==> src/rtl/sound_mix_pkg.sv <==
package sound_mix_pkg;
  // ****************************************************
  // register map
  // ****************************************************
  localparam logic [3:0] REG_COUNT = 4'hF;
  localparam logic [3:0] NOISE_PERIOD_ADDR = 4'h6;
  localparam logic [3:0] MIXER_ENABLE_ADDR = 4'h7;
  localparam logic [3:0] CHAN_A_LEVEL_ADDR = 4'h8;
  localparam logic [3:0] CHAN_B_LEVEL_ADDR = 4'h9;
  localparam logic [3:0] CHAN_C_LEVEL_ADDR = 4'hA;
  localparam logic [7:0] REG_RESET = 8'h00;
  // ****************************************************
  // field positions
  // ****************************************************
  localparam int NOISE_PERIOD_MSB = 4;
  localparam int NOISE_EN_LSB = 3;
  localparam int TONE_EN_LSB = 0;
  localparam int PORT_A_DIR_BIT = 6;
  localparam int PORT_B_DIR_BIT = 7;
  localparam int LEVEL_MODE_BIT = 4;
  localparam int COARSE_SHIFT = 8;
  // ****************************************************
  // timing counts
  // ****************************************************
  localparam logic [3:0] PRESCALE_LAST = 4'hF;  // divide by sixteen
  localparam logic [16:0] NOISE_SEED = 17'h00001;
  // ****************************************************
  // shared helpers
  // ****************************************************
  function automatic logic [11:0] tone_period_value(input logic [7:0] coarse_tune_value,
                                                    input logic [7:0] fine_tune_value);
    tone_period_value = {coarse_tune_value[3:0], fine_tune_value};
  endfunction
  function automatic logic [3:0] channel_level(input logic [7:0] level_reg,
                                               input logic [3:0] envelope_level_bits);
    channel_level = level_reg[LEVEL_MODE_BIT] ? envelope_level_bits : level_reg[3:0];
  endfunction
endpackage

==> src/rtl/sound_reg_if.sv <==
// register file carrier between host access logic and the storage
interface sound_reg_if;
  logic wr_en;
  logic [3:0] wr_addr;
  logic [7:0] wr_data;
  logic [3:0] rd_addr;
  logic [7:0] rd_data;
  logic [7:0] regs [0:15];
  modport owner (input wr_en, input wr_addr, input wr_data, input rd_addr,
                 output rd_data, output regs);
  modport user (output wr_en, output wr_addr, output wr_data, output rd_addr,
                input rd_data, input regs);
endinterface

==> src/rtl/sound_mixer_level.sv <==
// address latch, register storage, noise source, mixers and level select
// the host reaches everything through two strobes and one data byte
// all derived outputs are registered; all but NOISE_O sit one clock behind the store
module sound_mixer_level
  import sound_mix_pkg::*;
(
  input wire logic CLK_I,
  input wire logic SRST_I,
  input wire logic ADDR_WR_I,
  input wire logic DATA_WR_I,
  input wire logic [7:0] DATA_I,
  output logic [7:0] DATA_O,
  input wire logic [2:0] TONE_I,
  input wire logic [3:0] ENVELOPE_LEVEL_I,
  output logic [11:0] TONE_PERIOD_A_O,
  output logic [11:0] TONE_PERIOD_B_O,
  output logic [11:0] TONE_PERIOD_C_O,
  output logic NOISE_O,
  output logic [2:0] MIX_O,
  output logic [3:0] LEVEL_A_O,
  output logic [3:0] LEVEL_B_O,
  output logic [3:0] LEVEL_C_O,
  output logic [2:0] CHANNEL_ON_O,
  output logic PORT_A_OUT_O,
  output logic PORT_B_OUT_O
);
  import sound_mix_pkg::*;

  // host side: register carrier and latched register number
  sound_reg_if rif ();
  logic [3:0] addr_reg;

  // noise side: prescaler, period counter and shift register
  logic [3:0] prescale_reg;
  logic prescale_done;
  logic [4:0] noise_cnt_reg;
  logic noise_step;
  logic [16:0] lfsr_reg;
  logic [4:0] noise_period_value;

  // mixer and level side
  logic [7:0] mixer_reg;
  logic [2:0] noise_en;
  logic [2:0] tone_en;
  logic [2:0] mix_next;
  logic [7:0] lvl [0:2];

  // ****************************************************
  // host access
  // ****************************************************
  // address latch
  // both strobes in one clock: the write still goes to the old register number
  always_ff @(posedge CLK_I)
  begin
    if (SRST_I)
      addr_reg <= 4'h0;
    else if (ADDR_WR_I)
      addr_reg <= DATA_I[3:0];
  end

  // each data write uses the latched address
  // no write bypasses the latch, so every change needs its own sequence
  // read data come from the store's flip-flop, never straight from the inputs
  assign rif.wr_en = DATA_WR_I;
  assign rif.wr_addr = addr_reg;
  assign rif.wr_data = DATA_I;
  assign rif.rd_addr = addr_reg;
  assign DATA_O = rif.rd_data;

  // all sixteen bytes are kept, so every register reads back as written
  sound_reg_file u_regs (
    .clk_i(CLK_I),
    .srst_i(SRST_I),
    .bus(rif.owner)
  );

  // ****************************************************
  // tone periods
  // ****************************************************
  // low four coarse bits times 256 plus fine
  // coarse and fine arrive in separate writes,
  // so the period shows one old half and one new half between them
  always_ff @(posedge CLK_I)
  begin
    if (SRST_I)
    begin
      TONE_PERIOD_A_O <= 12'h000;
      TONE_PERIOD_B_O <= 12'h000;
      TONE_PERIOD_C_O <= 12'h000;
    end
    else
    begin
      TONE_PERIOD_A_O <= tone_period_value(rif.regs[1], rif.regs[0]);
      TONE_PERIOD_B_O <= tone_period_value(rif.regs[3], rif.regs[2]);
      TONE_PERIOD_C_O <= tone_period_value(rif.regs[5], rif.regs[4]);
    end
  end

  // ****************************************************
  // noise source
  // ****************************************************
  // low five bits only
  // upper three bits never reach the divider
  assign noise_period_value = rif.regs[NOISE_PERIOD_ADDR][NOISE_PERIOD_MSB:0];

  // divide clock by sixteen first
  // free running; its phase is not tied to host writes
  always_ff @(posedge CLK_I)
  begin
    if (SRST_I)
      prescale_reg <= 4'h0;
    else
      prescale_reg <= prescale_reg + 4'h1;
  end

  // one strobe per sixteen clocks feeds the period divider
  assign prescale_done = (prescale_reg == PRESCALE_LAST);

  // period n divides by n; zero is treated as one
  // comparing with >= lets a period lowered mid-count take effect at once
  // the counter never passes thirty, so the sum cannot wrap
  assign noise_step = prescale_done && ((noise_cnt_reg + 5'h01) >= noise_period_value);

  // period counter restarts on every step
  always_ff @(posedge CLK_I)
  begin
    if (SRST_I)
      noise_cnt_reg <= 5'h00;
    else if (noise_step)
      noise_cnt_reg <= 5'h00;
    else if (prescale_done)
      noise_cnt_reg <= noise_cnt_reg + 5'h01;
  end

  // shift register steps once per divided period
  // the seed is non-zero so the register can never lock up at all zeros
  always_ff @(posedge CLK_I)
  begin
    if (SRST_I)
      lfsr_reg <= NOISE_SEED;
    else if (noise_step)
      lfsr_reg <= {lfsr_reg[0] ^ lfsr_reg[3], lfsr_reg[16:1]};
  end
  // noise comes straight from a flip-flop, so it never glitches
  assign NOISE_O = lfsr_reg[0];

  // ****************************************************
  // mixers and port direction
  // ****************************************************
  // enable bits are read straight from the store, no second copy
  assign mixer_reg = rif.regs[MIXER_ENABLE_ADDR];
  assign noise_en = ~mixer_reg[NOISE_EN_LSB +: 3];
  assign tone_en = ~mixer_reg[TONE_EN_LSB +: 3];
  // disabled source reads high, so both off gives constant high
  // that high lets the amplitude stage alone decide a muted channel's output
  assign mix_next = (TONE_I | ~tone_en) & ({3{lfsr_reg[0]}} | ~noise_en);

  // registered mixer outputs keep glitches away from the level stage
  always_ff @(posedge CLK_I)
  begin
    if (SRST_I)
      MIX_O <= 3'h0;
    else
      MIX_O <= mix_next;
  end

  // direction bits, one is output
  // port B has no pins in this system; its bit is still passed on
  always_ff @(posedge CLK_I)
  begin
    if (SRST_I)
    begin
      PORT_A_OUT_O <= 1'b0;
      PORT_B_OUT_O <= 1'b0;
    end
    else
    begin
      PORT_A_OUT_O <= mixer_reg[PORT_A_DIR_BIT];
      PORT_B_OUT_O <= mixer_reg[PORT_B_DIR_BIT];
    end
  end

  // ****************************************************
  // amplitude selection
  // ****************************************************
  // one register per channel, bits above four ignored
  // upper three bits are forced to zero so they can never reach a decision
  assign lvl[0] = {3'h0, rif.regs[CHAN_A_LEVEL_ADDR][4:0]};
  assign lvl[1] = {3'h0, rif.regs[CHAN_B_LEVEL_ADDR][4:0]};
  assign lvl[2] = {3'h0, rif.regs[CHAN_C_LEVEL_ADDR][4:0]};

  // mode bit picks source; fixed bits; envelope level
  // the envelope is taken as it stands, with one clock of delay
  always_ff @(posedge CLK_I)
  begin
    if (SRST_I)
    begin
      LEVEL_A_O <= 4'h0;
      LEVEL_B_O <= 4'h0;
      LEVEL_C_O <= 4'h0;
    end
    else
    begin
      LEVEL_A_O <= channel_level(lvl[0], ENVELOPE_LEVEL_I);
      LEVEL_B_O <= channel_level(lvl[1], ENVELOPE_LEVEL_I);
      LEVEL_C_O <= channel_level(lvl[2], ENVELOPE_LEVEL_I);
    end
  end

  // only the all-zero code turns a channel off
  // mixer enables play no part here: a muted mixer still drives a level
  always_ff @(posedge CLK_I)
  begin
    if (SRST_I)
      CHANNEL_ON_O <= 3'h0;
    else
    begin
      for (int c = 0; c < 3; c++)
        CHANNEL_ON_O[c] <= (lvl[c][4:0] != 5'h00);
    end
  end
endmodule

==> src/rtl/sound_reg_file.sv <==
// sixteen byte control store, registered read port
module sound_reg_file
  import sound_mix_pkg::*;
(
  input wire logic clk_i,
  input wire logic srst_i,
  sound_reg_if.owner bus
);
  // ****************************************************
  // storage
  // ****************************************************
  // data write
  always_ff @(posedge clk_i)
  begin
    if (srst_i)
    begin
      for (int i = 0; i < 16; i++)
        bus.regs[i] <= REG_RESET;
    end
    else if (bus.wr_en)
    begin
      bus.regs[bus.wr_addr] <= bus.wr_data;
    end
  end
  // registered read keeps read data glitch free
  always_ff @(posedge clk_i)
  begin
    if (srst_i)
      bus.rd_data <= REG_RESET;
    else
      bus.rd_data <= bus.regs[bus.rd_addr];
  end
endmodule

==> config.mk <==
export PLATFORM = sky130hd
export DESIGN_NAME = sound_mixer_level
export DESIGN_NICKNAME = d
export VERILOG_FILES = /design/src/rtl/sound_mix_pkg.sv /design/src/rtl/sound_reg_if.sv /design/src/rtl/sound_mixer_level.sv /design/src/rtl/sound_reg_file.sv
export SDC_FILE = /design/constraint.sdc
export NUM_CORES = 1
export LEC_CHECK = 0
export ABC_AREA = 1
export ABC_CLOCK_PERIOD_IN_PS = 3200
export BUFFER_PORTS_ARGS = -buffer_cell sky130_fd_sc_hd__clkbuf_2
export CORE_UTILIZATION = 40
export CTS_CLUSTER_SIZE = 14
export DETAILED_ROUTE_END_ITERATION = 7
export GPL_TIMING_DRIVEN = 0
export PLACE_DENSITY = 0.65
export SYNTH_ARGS = -nofsm -noshare
export SYNTH_HDL_FRONTEND = slang
export SYNTH_HIERARCHICAL = 1
export SYNTH_SLANG_ARGS = --single-unit
==> constraint.sdc <==
create_clock -name CLK_I -period 3.2 [get_ports CLK_I]
set_clock_uncertainty 0.1 [all_clocks]
set_input_delay 0.16 -clock CLK_I [delete_from_list [all_inputs] [get_ports CLK_I]]
set_output_delay 0.16 -clock CLK_I [all_outputs]
set_load 0.01 [all_outputs]
==> metrics.txt, run 1 <==
Setup Slack @ Placement=just over 1000 ps; Core ar.=roughly 0.023 mm^2; Cell Rows=56; Post-Syn Instances=around 1.3k; Post-CTS Repair Setup Buffers=0; initial antenna violation count=0; Fillers=roughly 2.4k; Seq/Total Area, Yosys=roughly 47%; total negative setup slack=0 ps; CTS sink cnt=roughly 220; Cell Area, Synth=roughly 0.0095 mm^2; Core Util, Final=48.41%; Lkg Pwr=roughly 4.7 nW; critical path required time=around 3500 ps; Worst IR Drop VDD=approximately 0.29 mV; final antenna-violating net count=0; Clock Latency Late Sink=520 ps; Post-Syn Nets=between 1k and 1.5k; Port Buf Inserts=slightly below 80; CTS hold repair buffers=22; grt ovf=0; initial DRC count=approximately 760; DIE WIDTH=about 160 um; post_cts resized=0; nets=around 1.4k; outcome=finished clean; drc violations=0; first-pass GRT wire length=41810 um; GRT met3 Usage=between 3 and 4%; YS warnings=6; clock tree from TritonCTS=yes; DR vias=~8.6k; die height=156.2 um; layout cell share with drive strength beyond 1=between 10% and 20%; crit path launch type=flop; WL final=approximately 27000 um; Initial Utilization=between 40% and 50%; I/O pin cnt=between 80 and 90; CP Class=reg2reg; Worst Path Max Fanout=10; DRT Pass-1 Iters=7; RSZ-0062 raised after global routing=no; post-layout minimum cycle time=~2200 ps; max-cap violations=0; pin count of the biggest net entering global routing=14; DPL Wire Length=19200 um; H-tree Lvls=1; Wirelength per Cell=15.43 um; n_diodes=0; highest clock rate=0.4445 GHz; #FFs+latches synth=222; Root Driver=clkbuf_16; vias in the first global route=just under 8k; slack of the critical path=between 900 and 1000 ps; slew margin rel.=roughly two fifths; GRT busiest layer=met2; gpl congestion=0.9559; Total GRT Usage=a little over a fifth; Synth cell types=29; Area growth, synth to finish=19.05%; grt met2 use=between 30 and 40%; pwr dens=550.9 mW/mm^2; Hold Vio Cnt, Final=0; Final period util=between 70 and 80%; CP endpoint kind=flop; Setup-failing EPs final=0; critical path arrival=between 2000 and 3000 ps; fin. max-slew vios=0; Max clock buf depth=3; Syn Area/Cell=roughly 7.5 um^2; grt met1 use=between 20% and 30%; CTS buffer count=24; Slew @ Worst Pin=902.5 ps; die area=approximately 0.024 mm^2; Largest register FFs=about 130; hold slack final=roughly 4.9 ps; Via density=4.952; clock-pin slew on the worst setup and hold paths=~60 ps; Hold Path Class=in2reg
-- cell families after synthesis --
family,after synthesis,synth area share (%)
flip-flops,222,46.71
multiplexers,1,0.1052
XOR/XNOR,5,0.4603
buffers and inverters,308,13.83
adder cells (fa/ha/maj),7,0.9204
AND/OR/NAND/NOR,554,24.94
AO/OA/AOI/OAI,180,13.03
-- cell type report --
cell class	count	area, um^2	area share (%)
Multi-Input combinational cell	747	3755	33.15
Tap cell	319	399.1	3.523
Sequential cell	222	4444	39.23
Timing Repair Buffer	100	610.6	5.390
Buffer	89	493.0	4.352
Inverter	219	823.3	7.267
Clock buffer	39	748.2	6.605
Clock inverter	5	55.05	0.4860
-- worst max-delay path: stages (launching register included) --
cell and delay, ps:
dfxtp_1 530, buf_2 230, clkbuf_1 590, nand3_1 210, nand3_1 160, nand3_1 110
a21oi_1 240
-- cell usage in the layout, fill, tap and decap left out, drive strengths merged --
master       netlist  routed
dlygate4sd3        0      22
inv              218     218
ha                 7       7
nand3            140     140
buf               45      45
clkbuf            44     161
xor2               3       3
clkinv             1       3
nor3               2       2
o22ai              3       3
bufinv             0       1
o21ai             21      21
nand4              3       3
mux2i              1       1
dfxtp            222     222
a211oi           124     124
xnor2              2       2
nand2            184     184
a21oi             32      32
nor2             225     225
clkinvlp           0       2
-- report_power, final --
part	internal, W	switching [W]	total, W
Clock	0.00167	0.00109	0.00276
Sequential	0.00284	0.0000384	0.00288
Combinational	0.000189	0.000415	0.000603
-- path summary, 6_finish.rpt --
check / slack (ps) / from / end / cells past startpoint
max: 950 / addr_reg[1] / u_regs/bus.rd_data[3] / 6
min reg2reg: 310 / u_regs/bus.regs[80] / TONE_PERIOD_C_O[8] / 2
min: 5 / DATA_I[5] / u_regs/bus.regs[5] / 3
max reg2reg: 950 / addr_reg[1] / u_regs/bus.rd_data[3] / 6
-- cells in the mapped netlist, drive strengths merged --
cell / n / area share (%)
nor2: 225 / 9.1
dfxtp: 222 / 47
inv: 218 / 8.6
nand2: 184 / 7.3
nand3: 140 / 8.1
a211oi: 124 / 10
buf: 45 / 3.4
clkbuf: 44 / 1.7
a21oi: 32 / 1.7
o21ai: 21 / 1.1
ha: 7 / 0.92
nand4: 3 / 0.26
o22ai: 3 / 0.20
xor2: 3 / 0.28
nor3: 2 / 0.11
xnor2: 2 / 0.18
clkinv: 1 / 0.053
mux2i: 1 / 0.11
-- stage by stage --
stage	area (um^2)	instances	total power, W
2_1_floorplan	9515	1277	0.003298
3_3_place_gp	10300	1674	0.003496
3_5_place_dp	10300	1674	0.003503
4_1_cts	11330	1740	0.006291
5_1_grt	11330	1740	0.006473
6_report	11330	1740	0.006241
-- layer usage --
layer | up-vias | share of wire, % | wire (um)
met1 | 3937 | 44 | 11850
met2 | 309 | 45 | 12100
met3 | 66 | 7.5 | 2008
met5 | - | 0 | 0
li1 | 4305 | - | -
met4 | 0 | 3.3 | 886
(Power assumes the default switching activity.)
==> run 2, diff against run 1 <==
Settings changed: ABC_CLOCK_PERIOD_IN_PS 3200 to 2100.
Clock period 3.2 ns to 2.1 ns, I/O delays scaled along.
==> metrics.txt, run 2 (same netlist as run 1, synthesis figures left out) <==
outcome=finished clean; I/O pin cnt=84; Cell Count, Final, Fillers Out=~1.7k; Worst Path Max Fanout=8; critical path arrival=between 2000 and 2500 ps; Worst IR Drop VDD=approximately 0.44 mV; Fillers=roughly 2.4k; CTS sink cnt=222; H-tree Lvls=1; fin. max-slew vios=0; HP Start=DATA_WR_I; pin count of the biggest net entering global routing=14; nets=between 1k and 1.5k; DPL Wire Length=approximately 19000 um; Reg2Reg Setup Slack=50 ps; final instance area=0.01155 mm^2; vias in the first global route=around 7.9k; Via density=about 5; initial antenna violation count=0; Largest register FFs=128; WL final=~27000 um; layout cell share with drive strength beyond 1=roughly 16%; max-cap violations=0; clock-pin slew on the worst setup and hold paths=60 ps; slew margin rel.=38.66%; total negative setup slack=0 ps; Initial Utilization=40.66%; first-pass GRT wire length=~42000 um; R2R Path Start=noise_cnt_reg[1]; CP endpoint kind=flop; Max clock buf depth=3; CP Buf/Inv Count=1; Final period util=97.51%; Total GRT Usage=21.99%; critical path required time=about 2400 ps; post-layout minimum cycle time=2048 ps; Slew @ Worst Pin=roughly 920 ps; hold depth=6; CP max stage cell=dfxtp_4; leading cell type in the layout, fill and taps excluded=nor2_1; hold path endpoint=u_regs/bus.regs[79]; Area growth, synth to finish=21.43%; Port Buf Inserts=78; Setup-failing EPs final=0; pwr dens=~830 mW/mm^2; worst-path cell chain=ha_4 > nand3_4 > xnor2_2 > ha_1 > nand2_1 > nor2_1 > nand2_1 > nand3_4 > clkbuf_16 > a21oi_1 > nor2_1; crit path launch type=flop; grt ovf=0; DP Area=0.01030 mm^2; Hold Vio Cnt, Final=0; gpl congestion=0.9559; Root Driver=clkbuf_16; n_diodes=0; RSZ-0062 raised after global routing=yes; Wirelength per Cell=approximately 16 um; highest clock rate=a little under 0.5 GHz; Clock Latency Late Sink=~520 ps; leading cell types in the layout, fill and taps excluded=nor2_1 (219), dfxtp_1 (218), inv_1 (211); DIE WIDTH=roughly 160 um; die height=roughly 160 um; Crit path largest cell delay=approximately 360 ps; CP Class=reg2reg; Cell Rows=56; die area=between 0.02 and 0.025 mm^2; CTS buffer count=24; RR Endpoint=lfsr_reg[9]; Hold Path Class=in2reg; Core ar.=0.02340 mm^2; Multi-input gate area=between 0.003 and 0.004 mm^2; Post-Place Cells=around 1.7k; drc violations=0; DR vias=between 8k and 9k; clock tree from TritonCTS=yes; Reg area=between 0.004 and 0.005 mm^2; R2R cell count=11; cell class contributing the biggest share of worst-path delay=simple AND/OR/NAND/NOR gates; Lkg Pwr=4.828 nW; DRT Pass-1 Iters=5; final antenna-violating net count=0; initial DRC count=817
[run 2: repair_timing]
action | CTS | global route
endpoints found under the setup margin | 21 | 30
gates resized for setup | 3 | 45
pin swaps | 0 | 9
hold endpoints to repair | 46 | 0
cloned | 0 | 3
buffers inserted | 0 | 3
hold buffers | 24 | 0
[run 2: metrics by stage]
step	hold slack (ps)	setup slack, ps	total power [W]	util, %
after global routing	148.9	-67.46	0.009891	49.37
after detailed placement	251.0	-61.36	0.005338	44.03
after global placement	245.3	-61.75	0.005327	44.03
after floorplan	139.9	180.5	0.005026	-
after CTS	98.66	15.58	0.009590	48.51
final	115.5	52.31	0.009536	49.37
[run 2: where the power goes]
group / internal (W) / total, W / switching (W)
clock network: 0.00255 / 0.00420 / 0.00165
registers: 0.00433 / 0.00438 / 0.0000584
logic: 0.000307 / 0.000948 / 0.000640
total: 0.00718 / 0.00954 / 0.00235
[run 2: worst reg2reg max path: stages (launching register included)]
cell       delay (ps)
dfxtp_4           360
ha_4              150
nand3_4            80
xnor2_2           150
ha_1              330
nand2_1            90
nor2_1             40
nand2_1            90
nand3_4           170
clkbuf_16         210
a21oi_1           110
nor2_1             60
[run 2: worst max path at each step]
| stage | end | cells after the start | slack (ps) | from |
|---|---|---|---|---|
| 2_1_floorplan | lfsr_reg[10] | 11 | 180 | noise_cnt_reg[0] |
| 4_1_cts | lfsr_reg[13] | 11 | 20 | noise_cnt_reg[0] |
| 5_1_grt | lfsr_reg[12] | 11 | -70 | noise_cnt_reg[2] |
| 6_report | lfsr_reg[9] | 11 | 50 | noise_cnt_reg[1] |
| 3_3_place_gp | u_regs/bus.rd_data[3] | 6 | -60 | addr_reg[1] |
| 3_5_place_dp | u_regs/bus.rd_data[3] | 6 | -60 | addr_reg[1] |
[run 2: per-layer routing]
| metal | track usage (%) | vias to the layer above | wire length [um] |
|---|---|---|---|
| li1 | - | 4320 | - |
| met1 | 29.08 | 4003 | 11930 |
| met2 | 35.86 | 321 | 12320 |
| met3 | 3.739 | 62 | 1983 |
| met4 | 8.170 | 0 | 918 |
| met5 | 0 | - | 0 |
[run 2: final cells by class]
class                      instances  area share, %
clock buffer                      39          6.475
sequential                       222          38.55
buffer                            89          4.472
tap                              319          3.454
timing repair buffer             108          6.064
inverter                         219          7.125
multi-input combinational        747          33.38
clock inverter                     5         0.4764
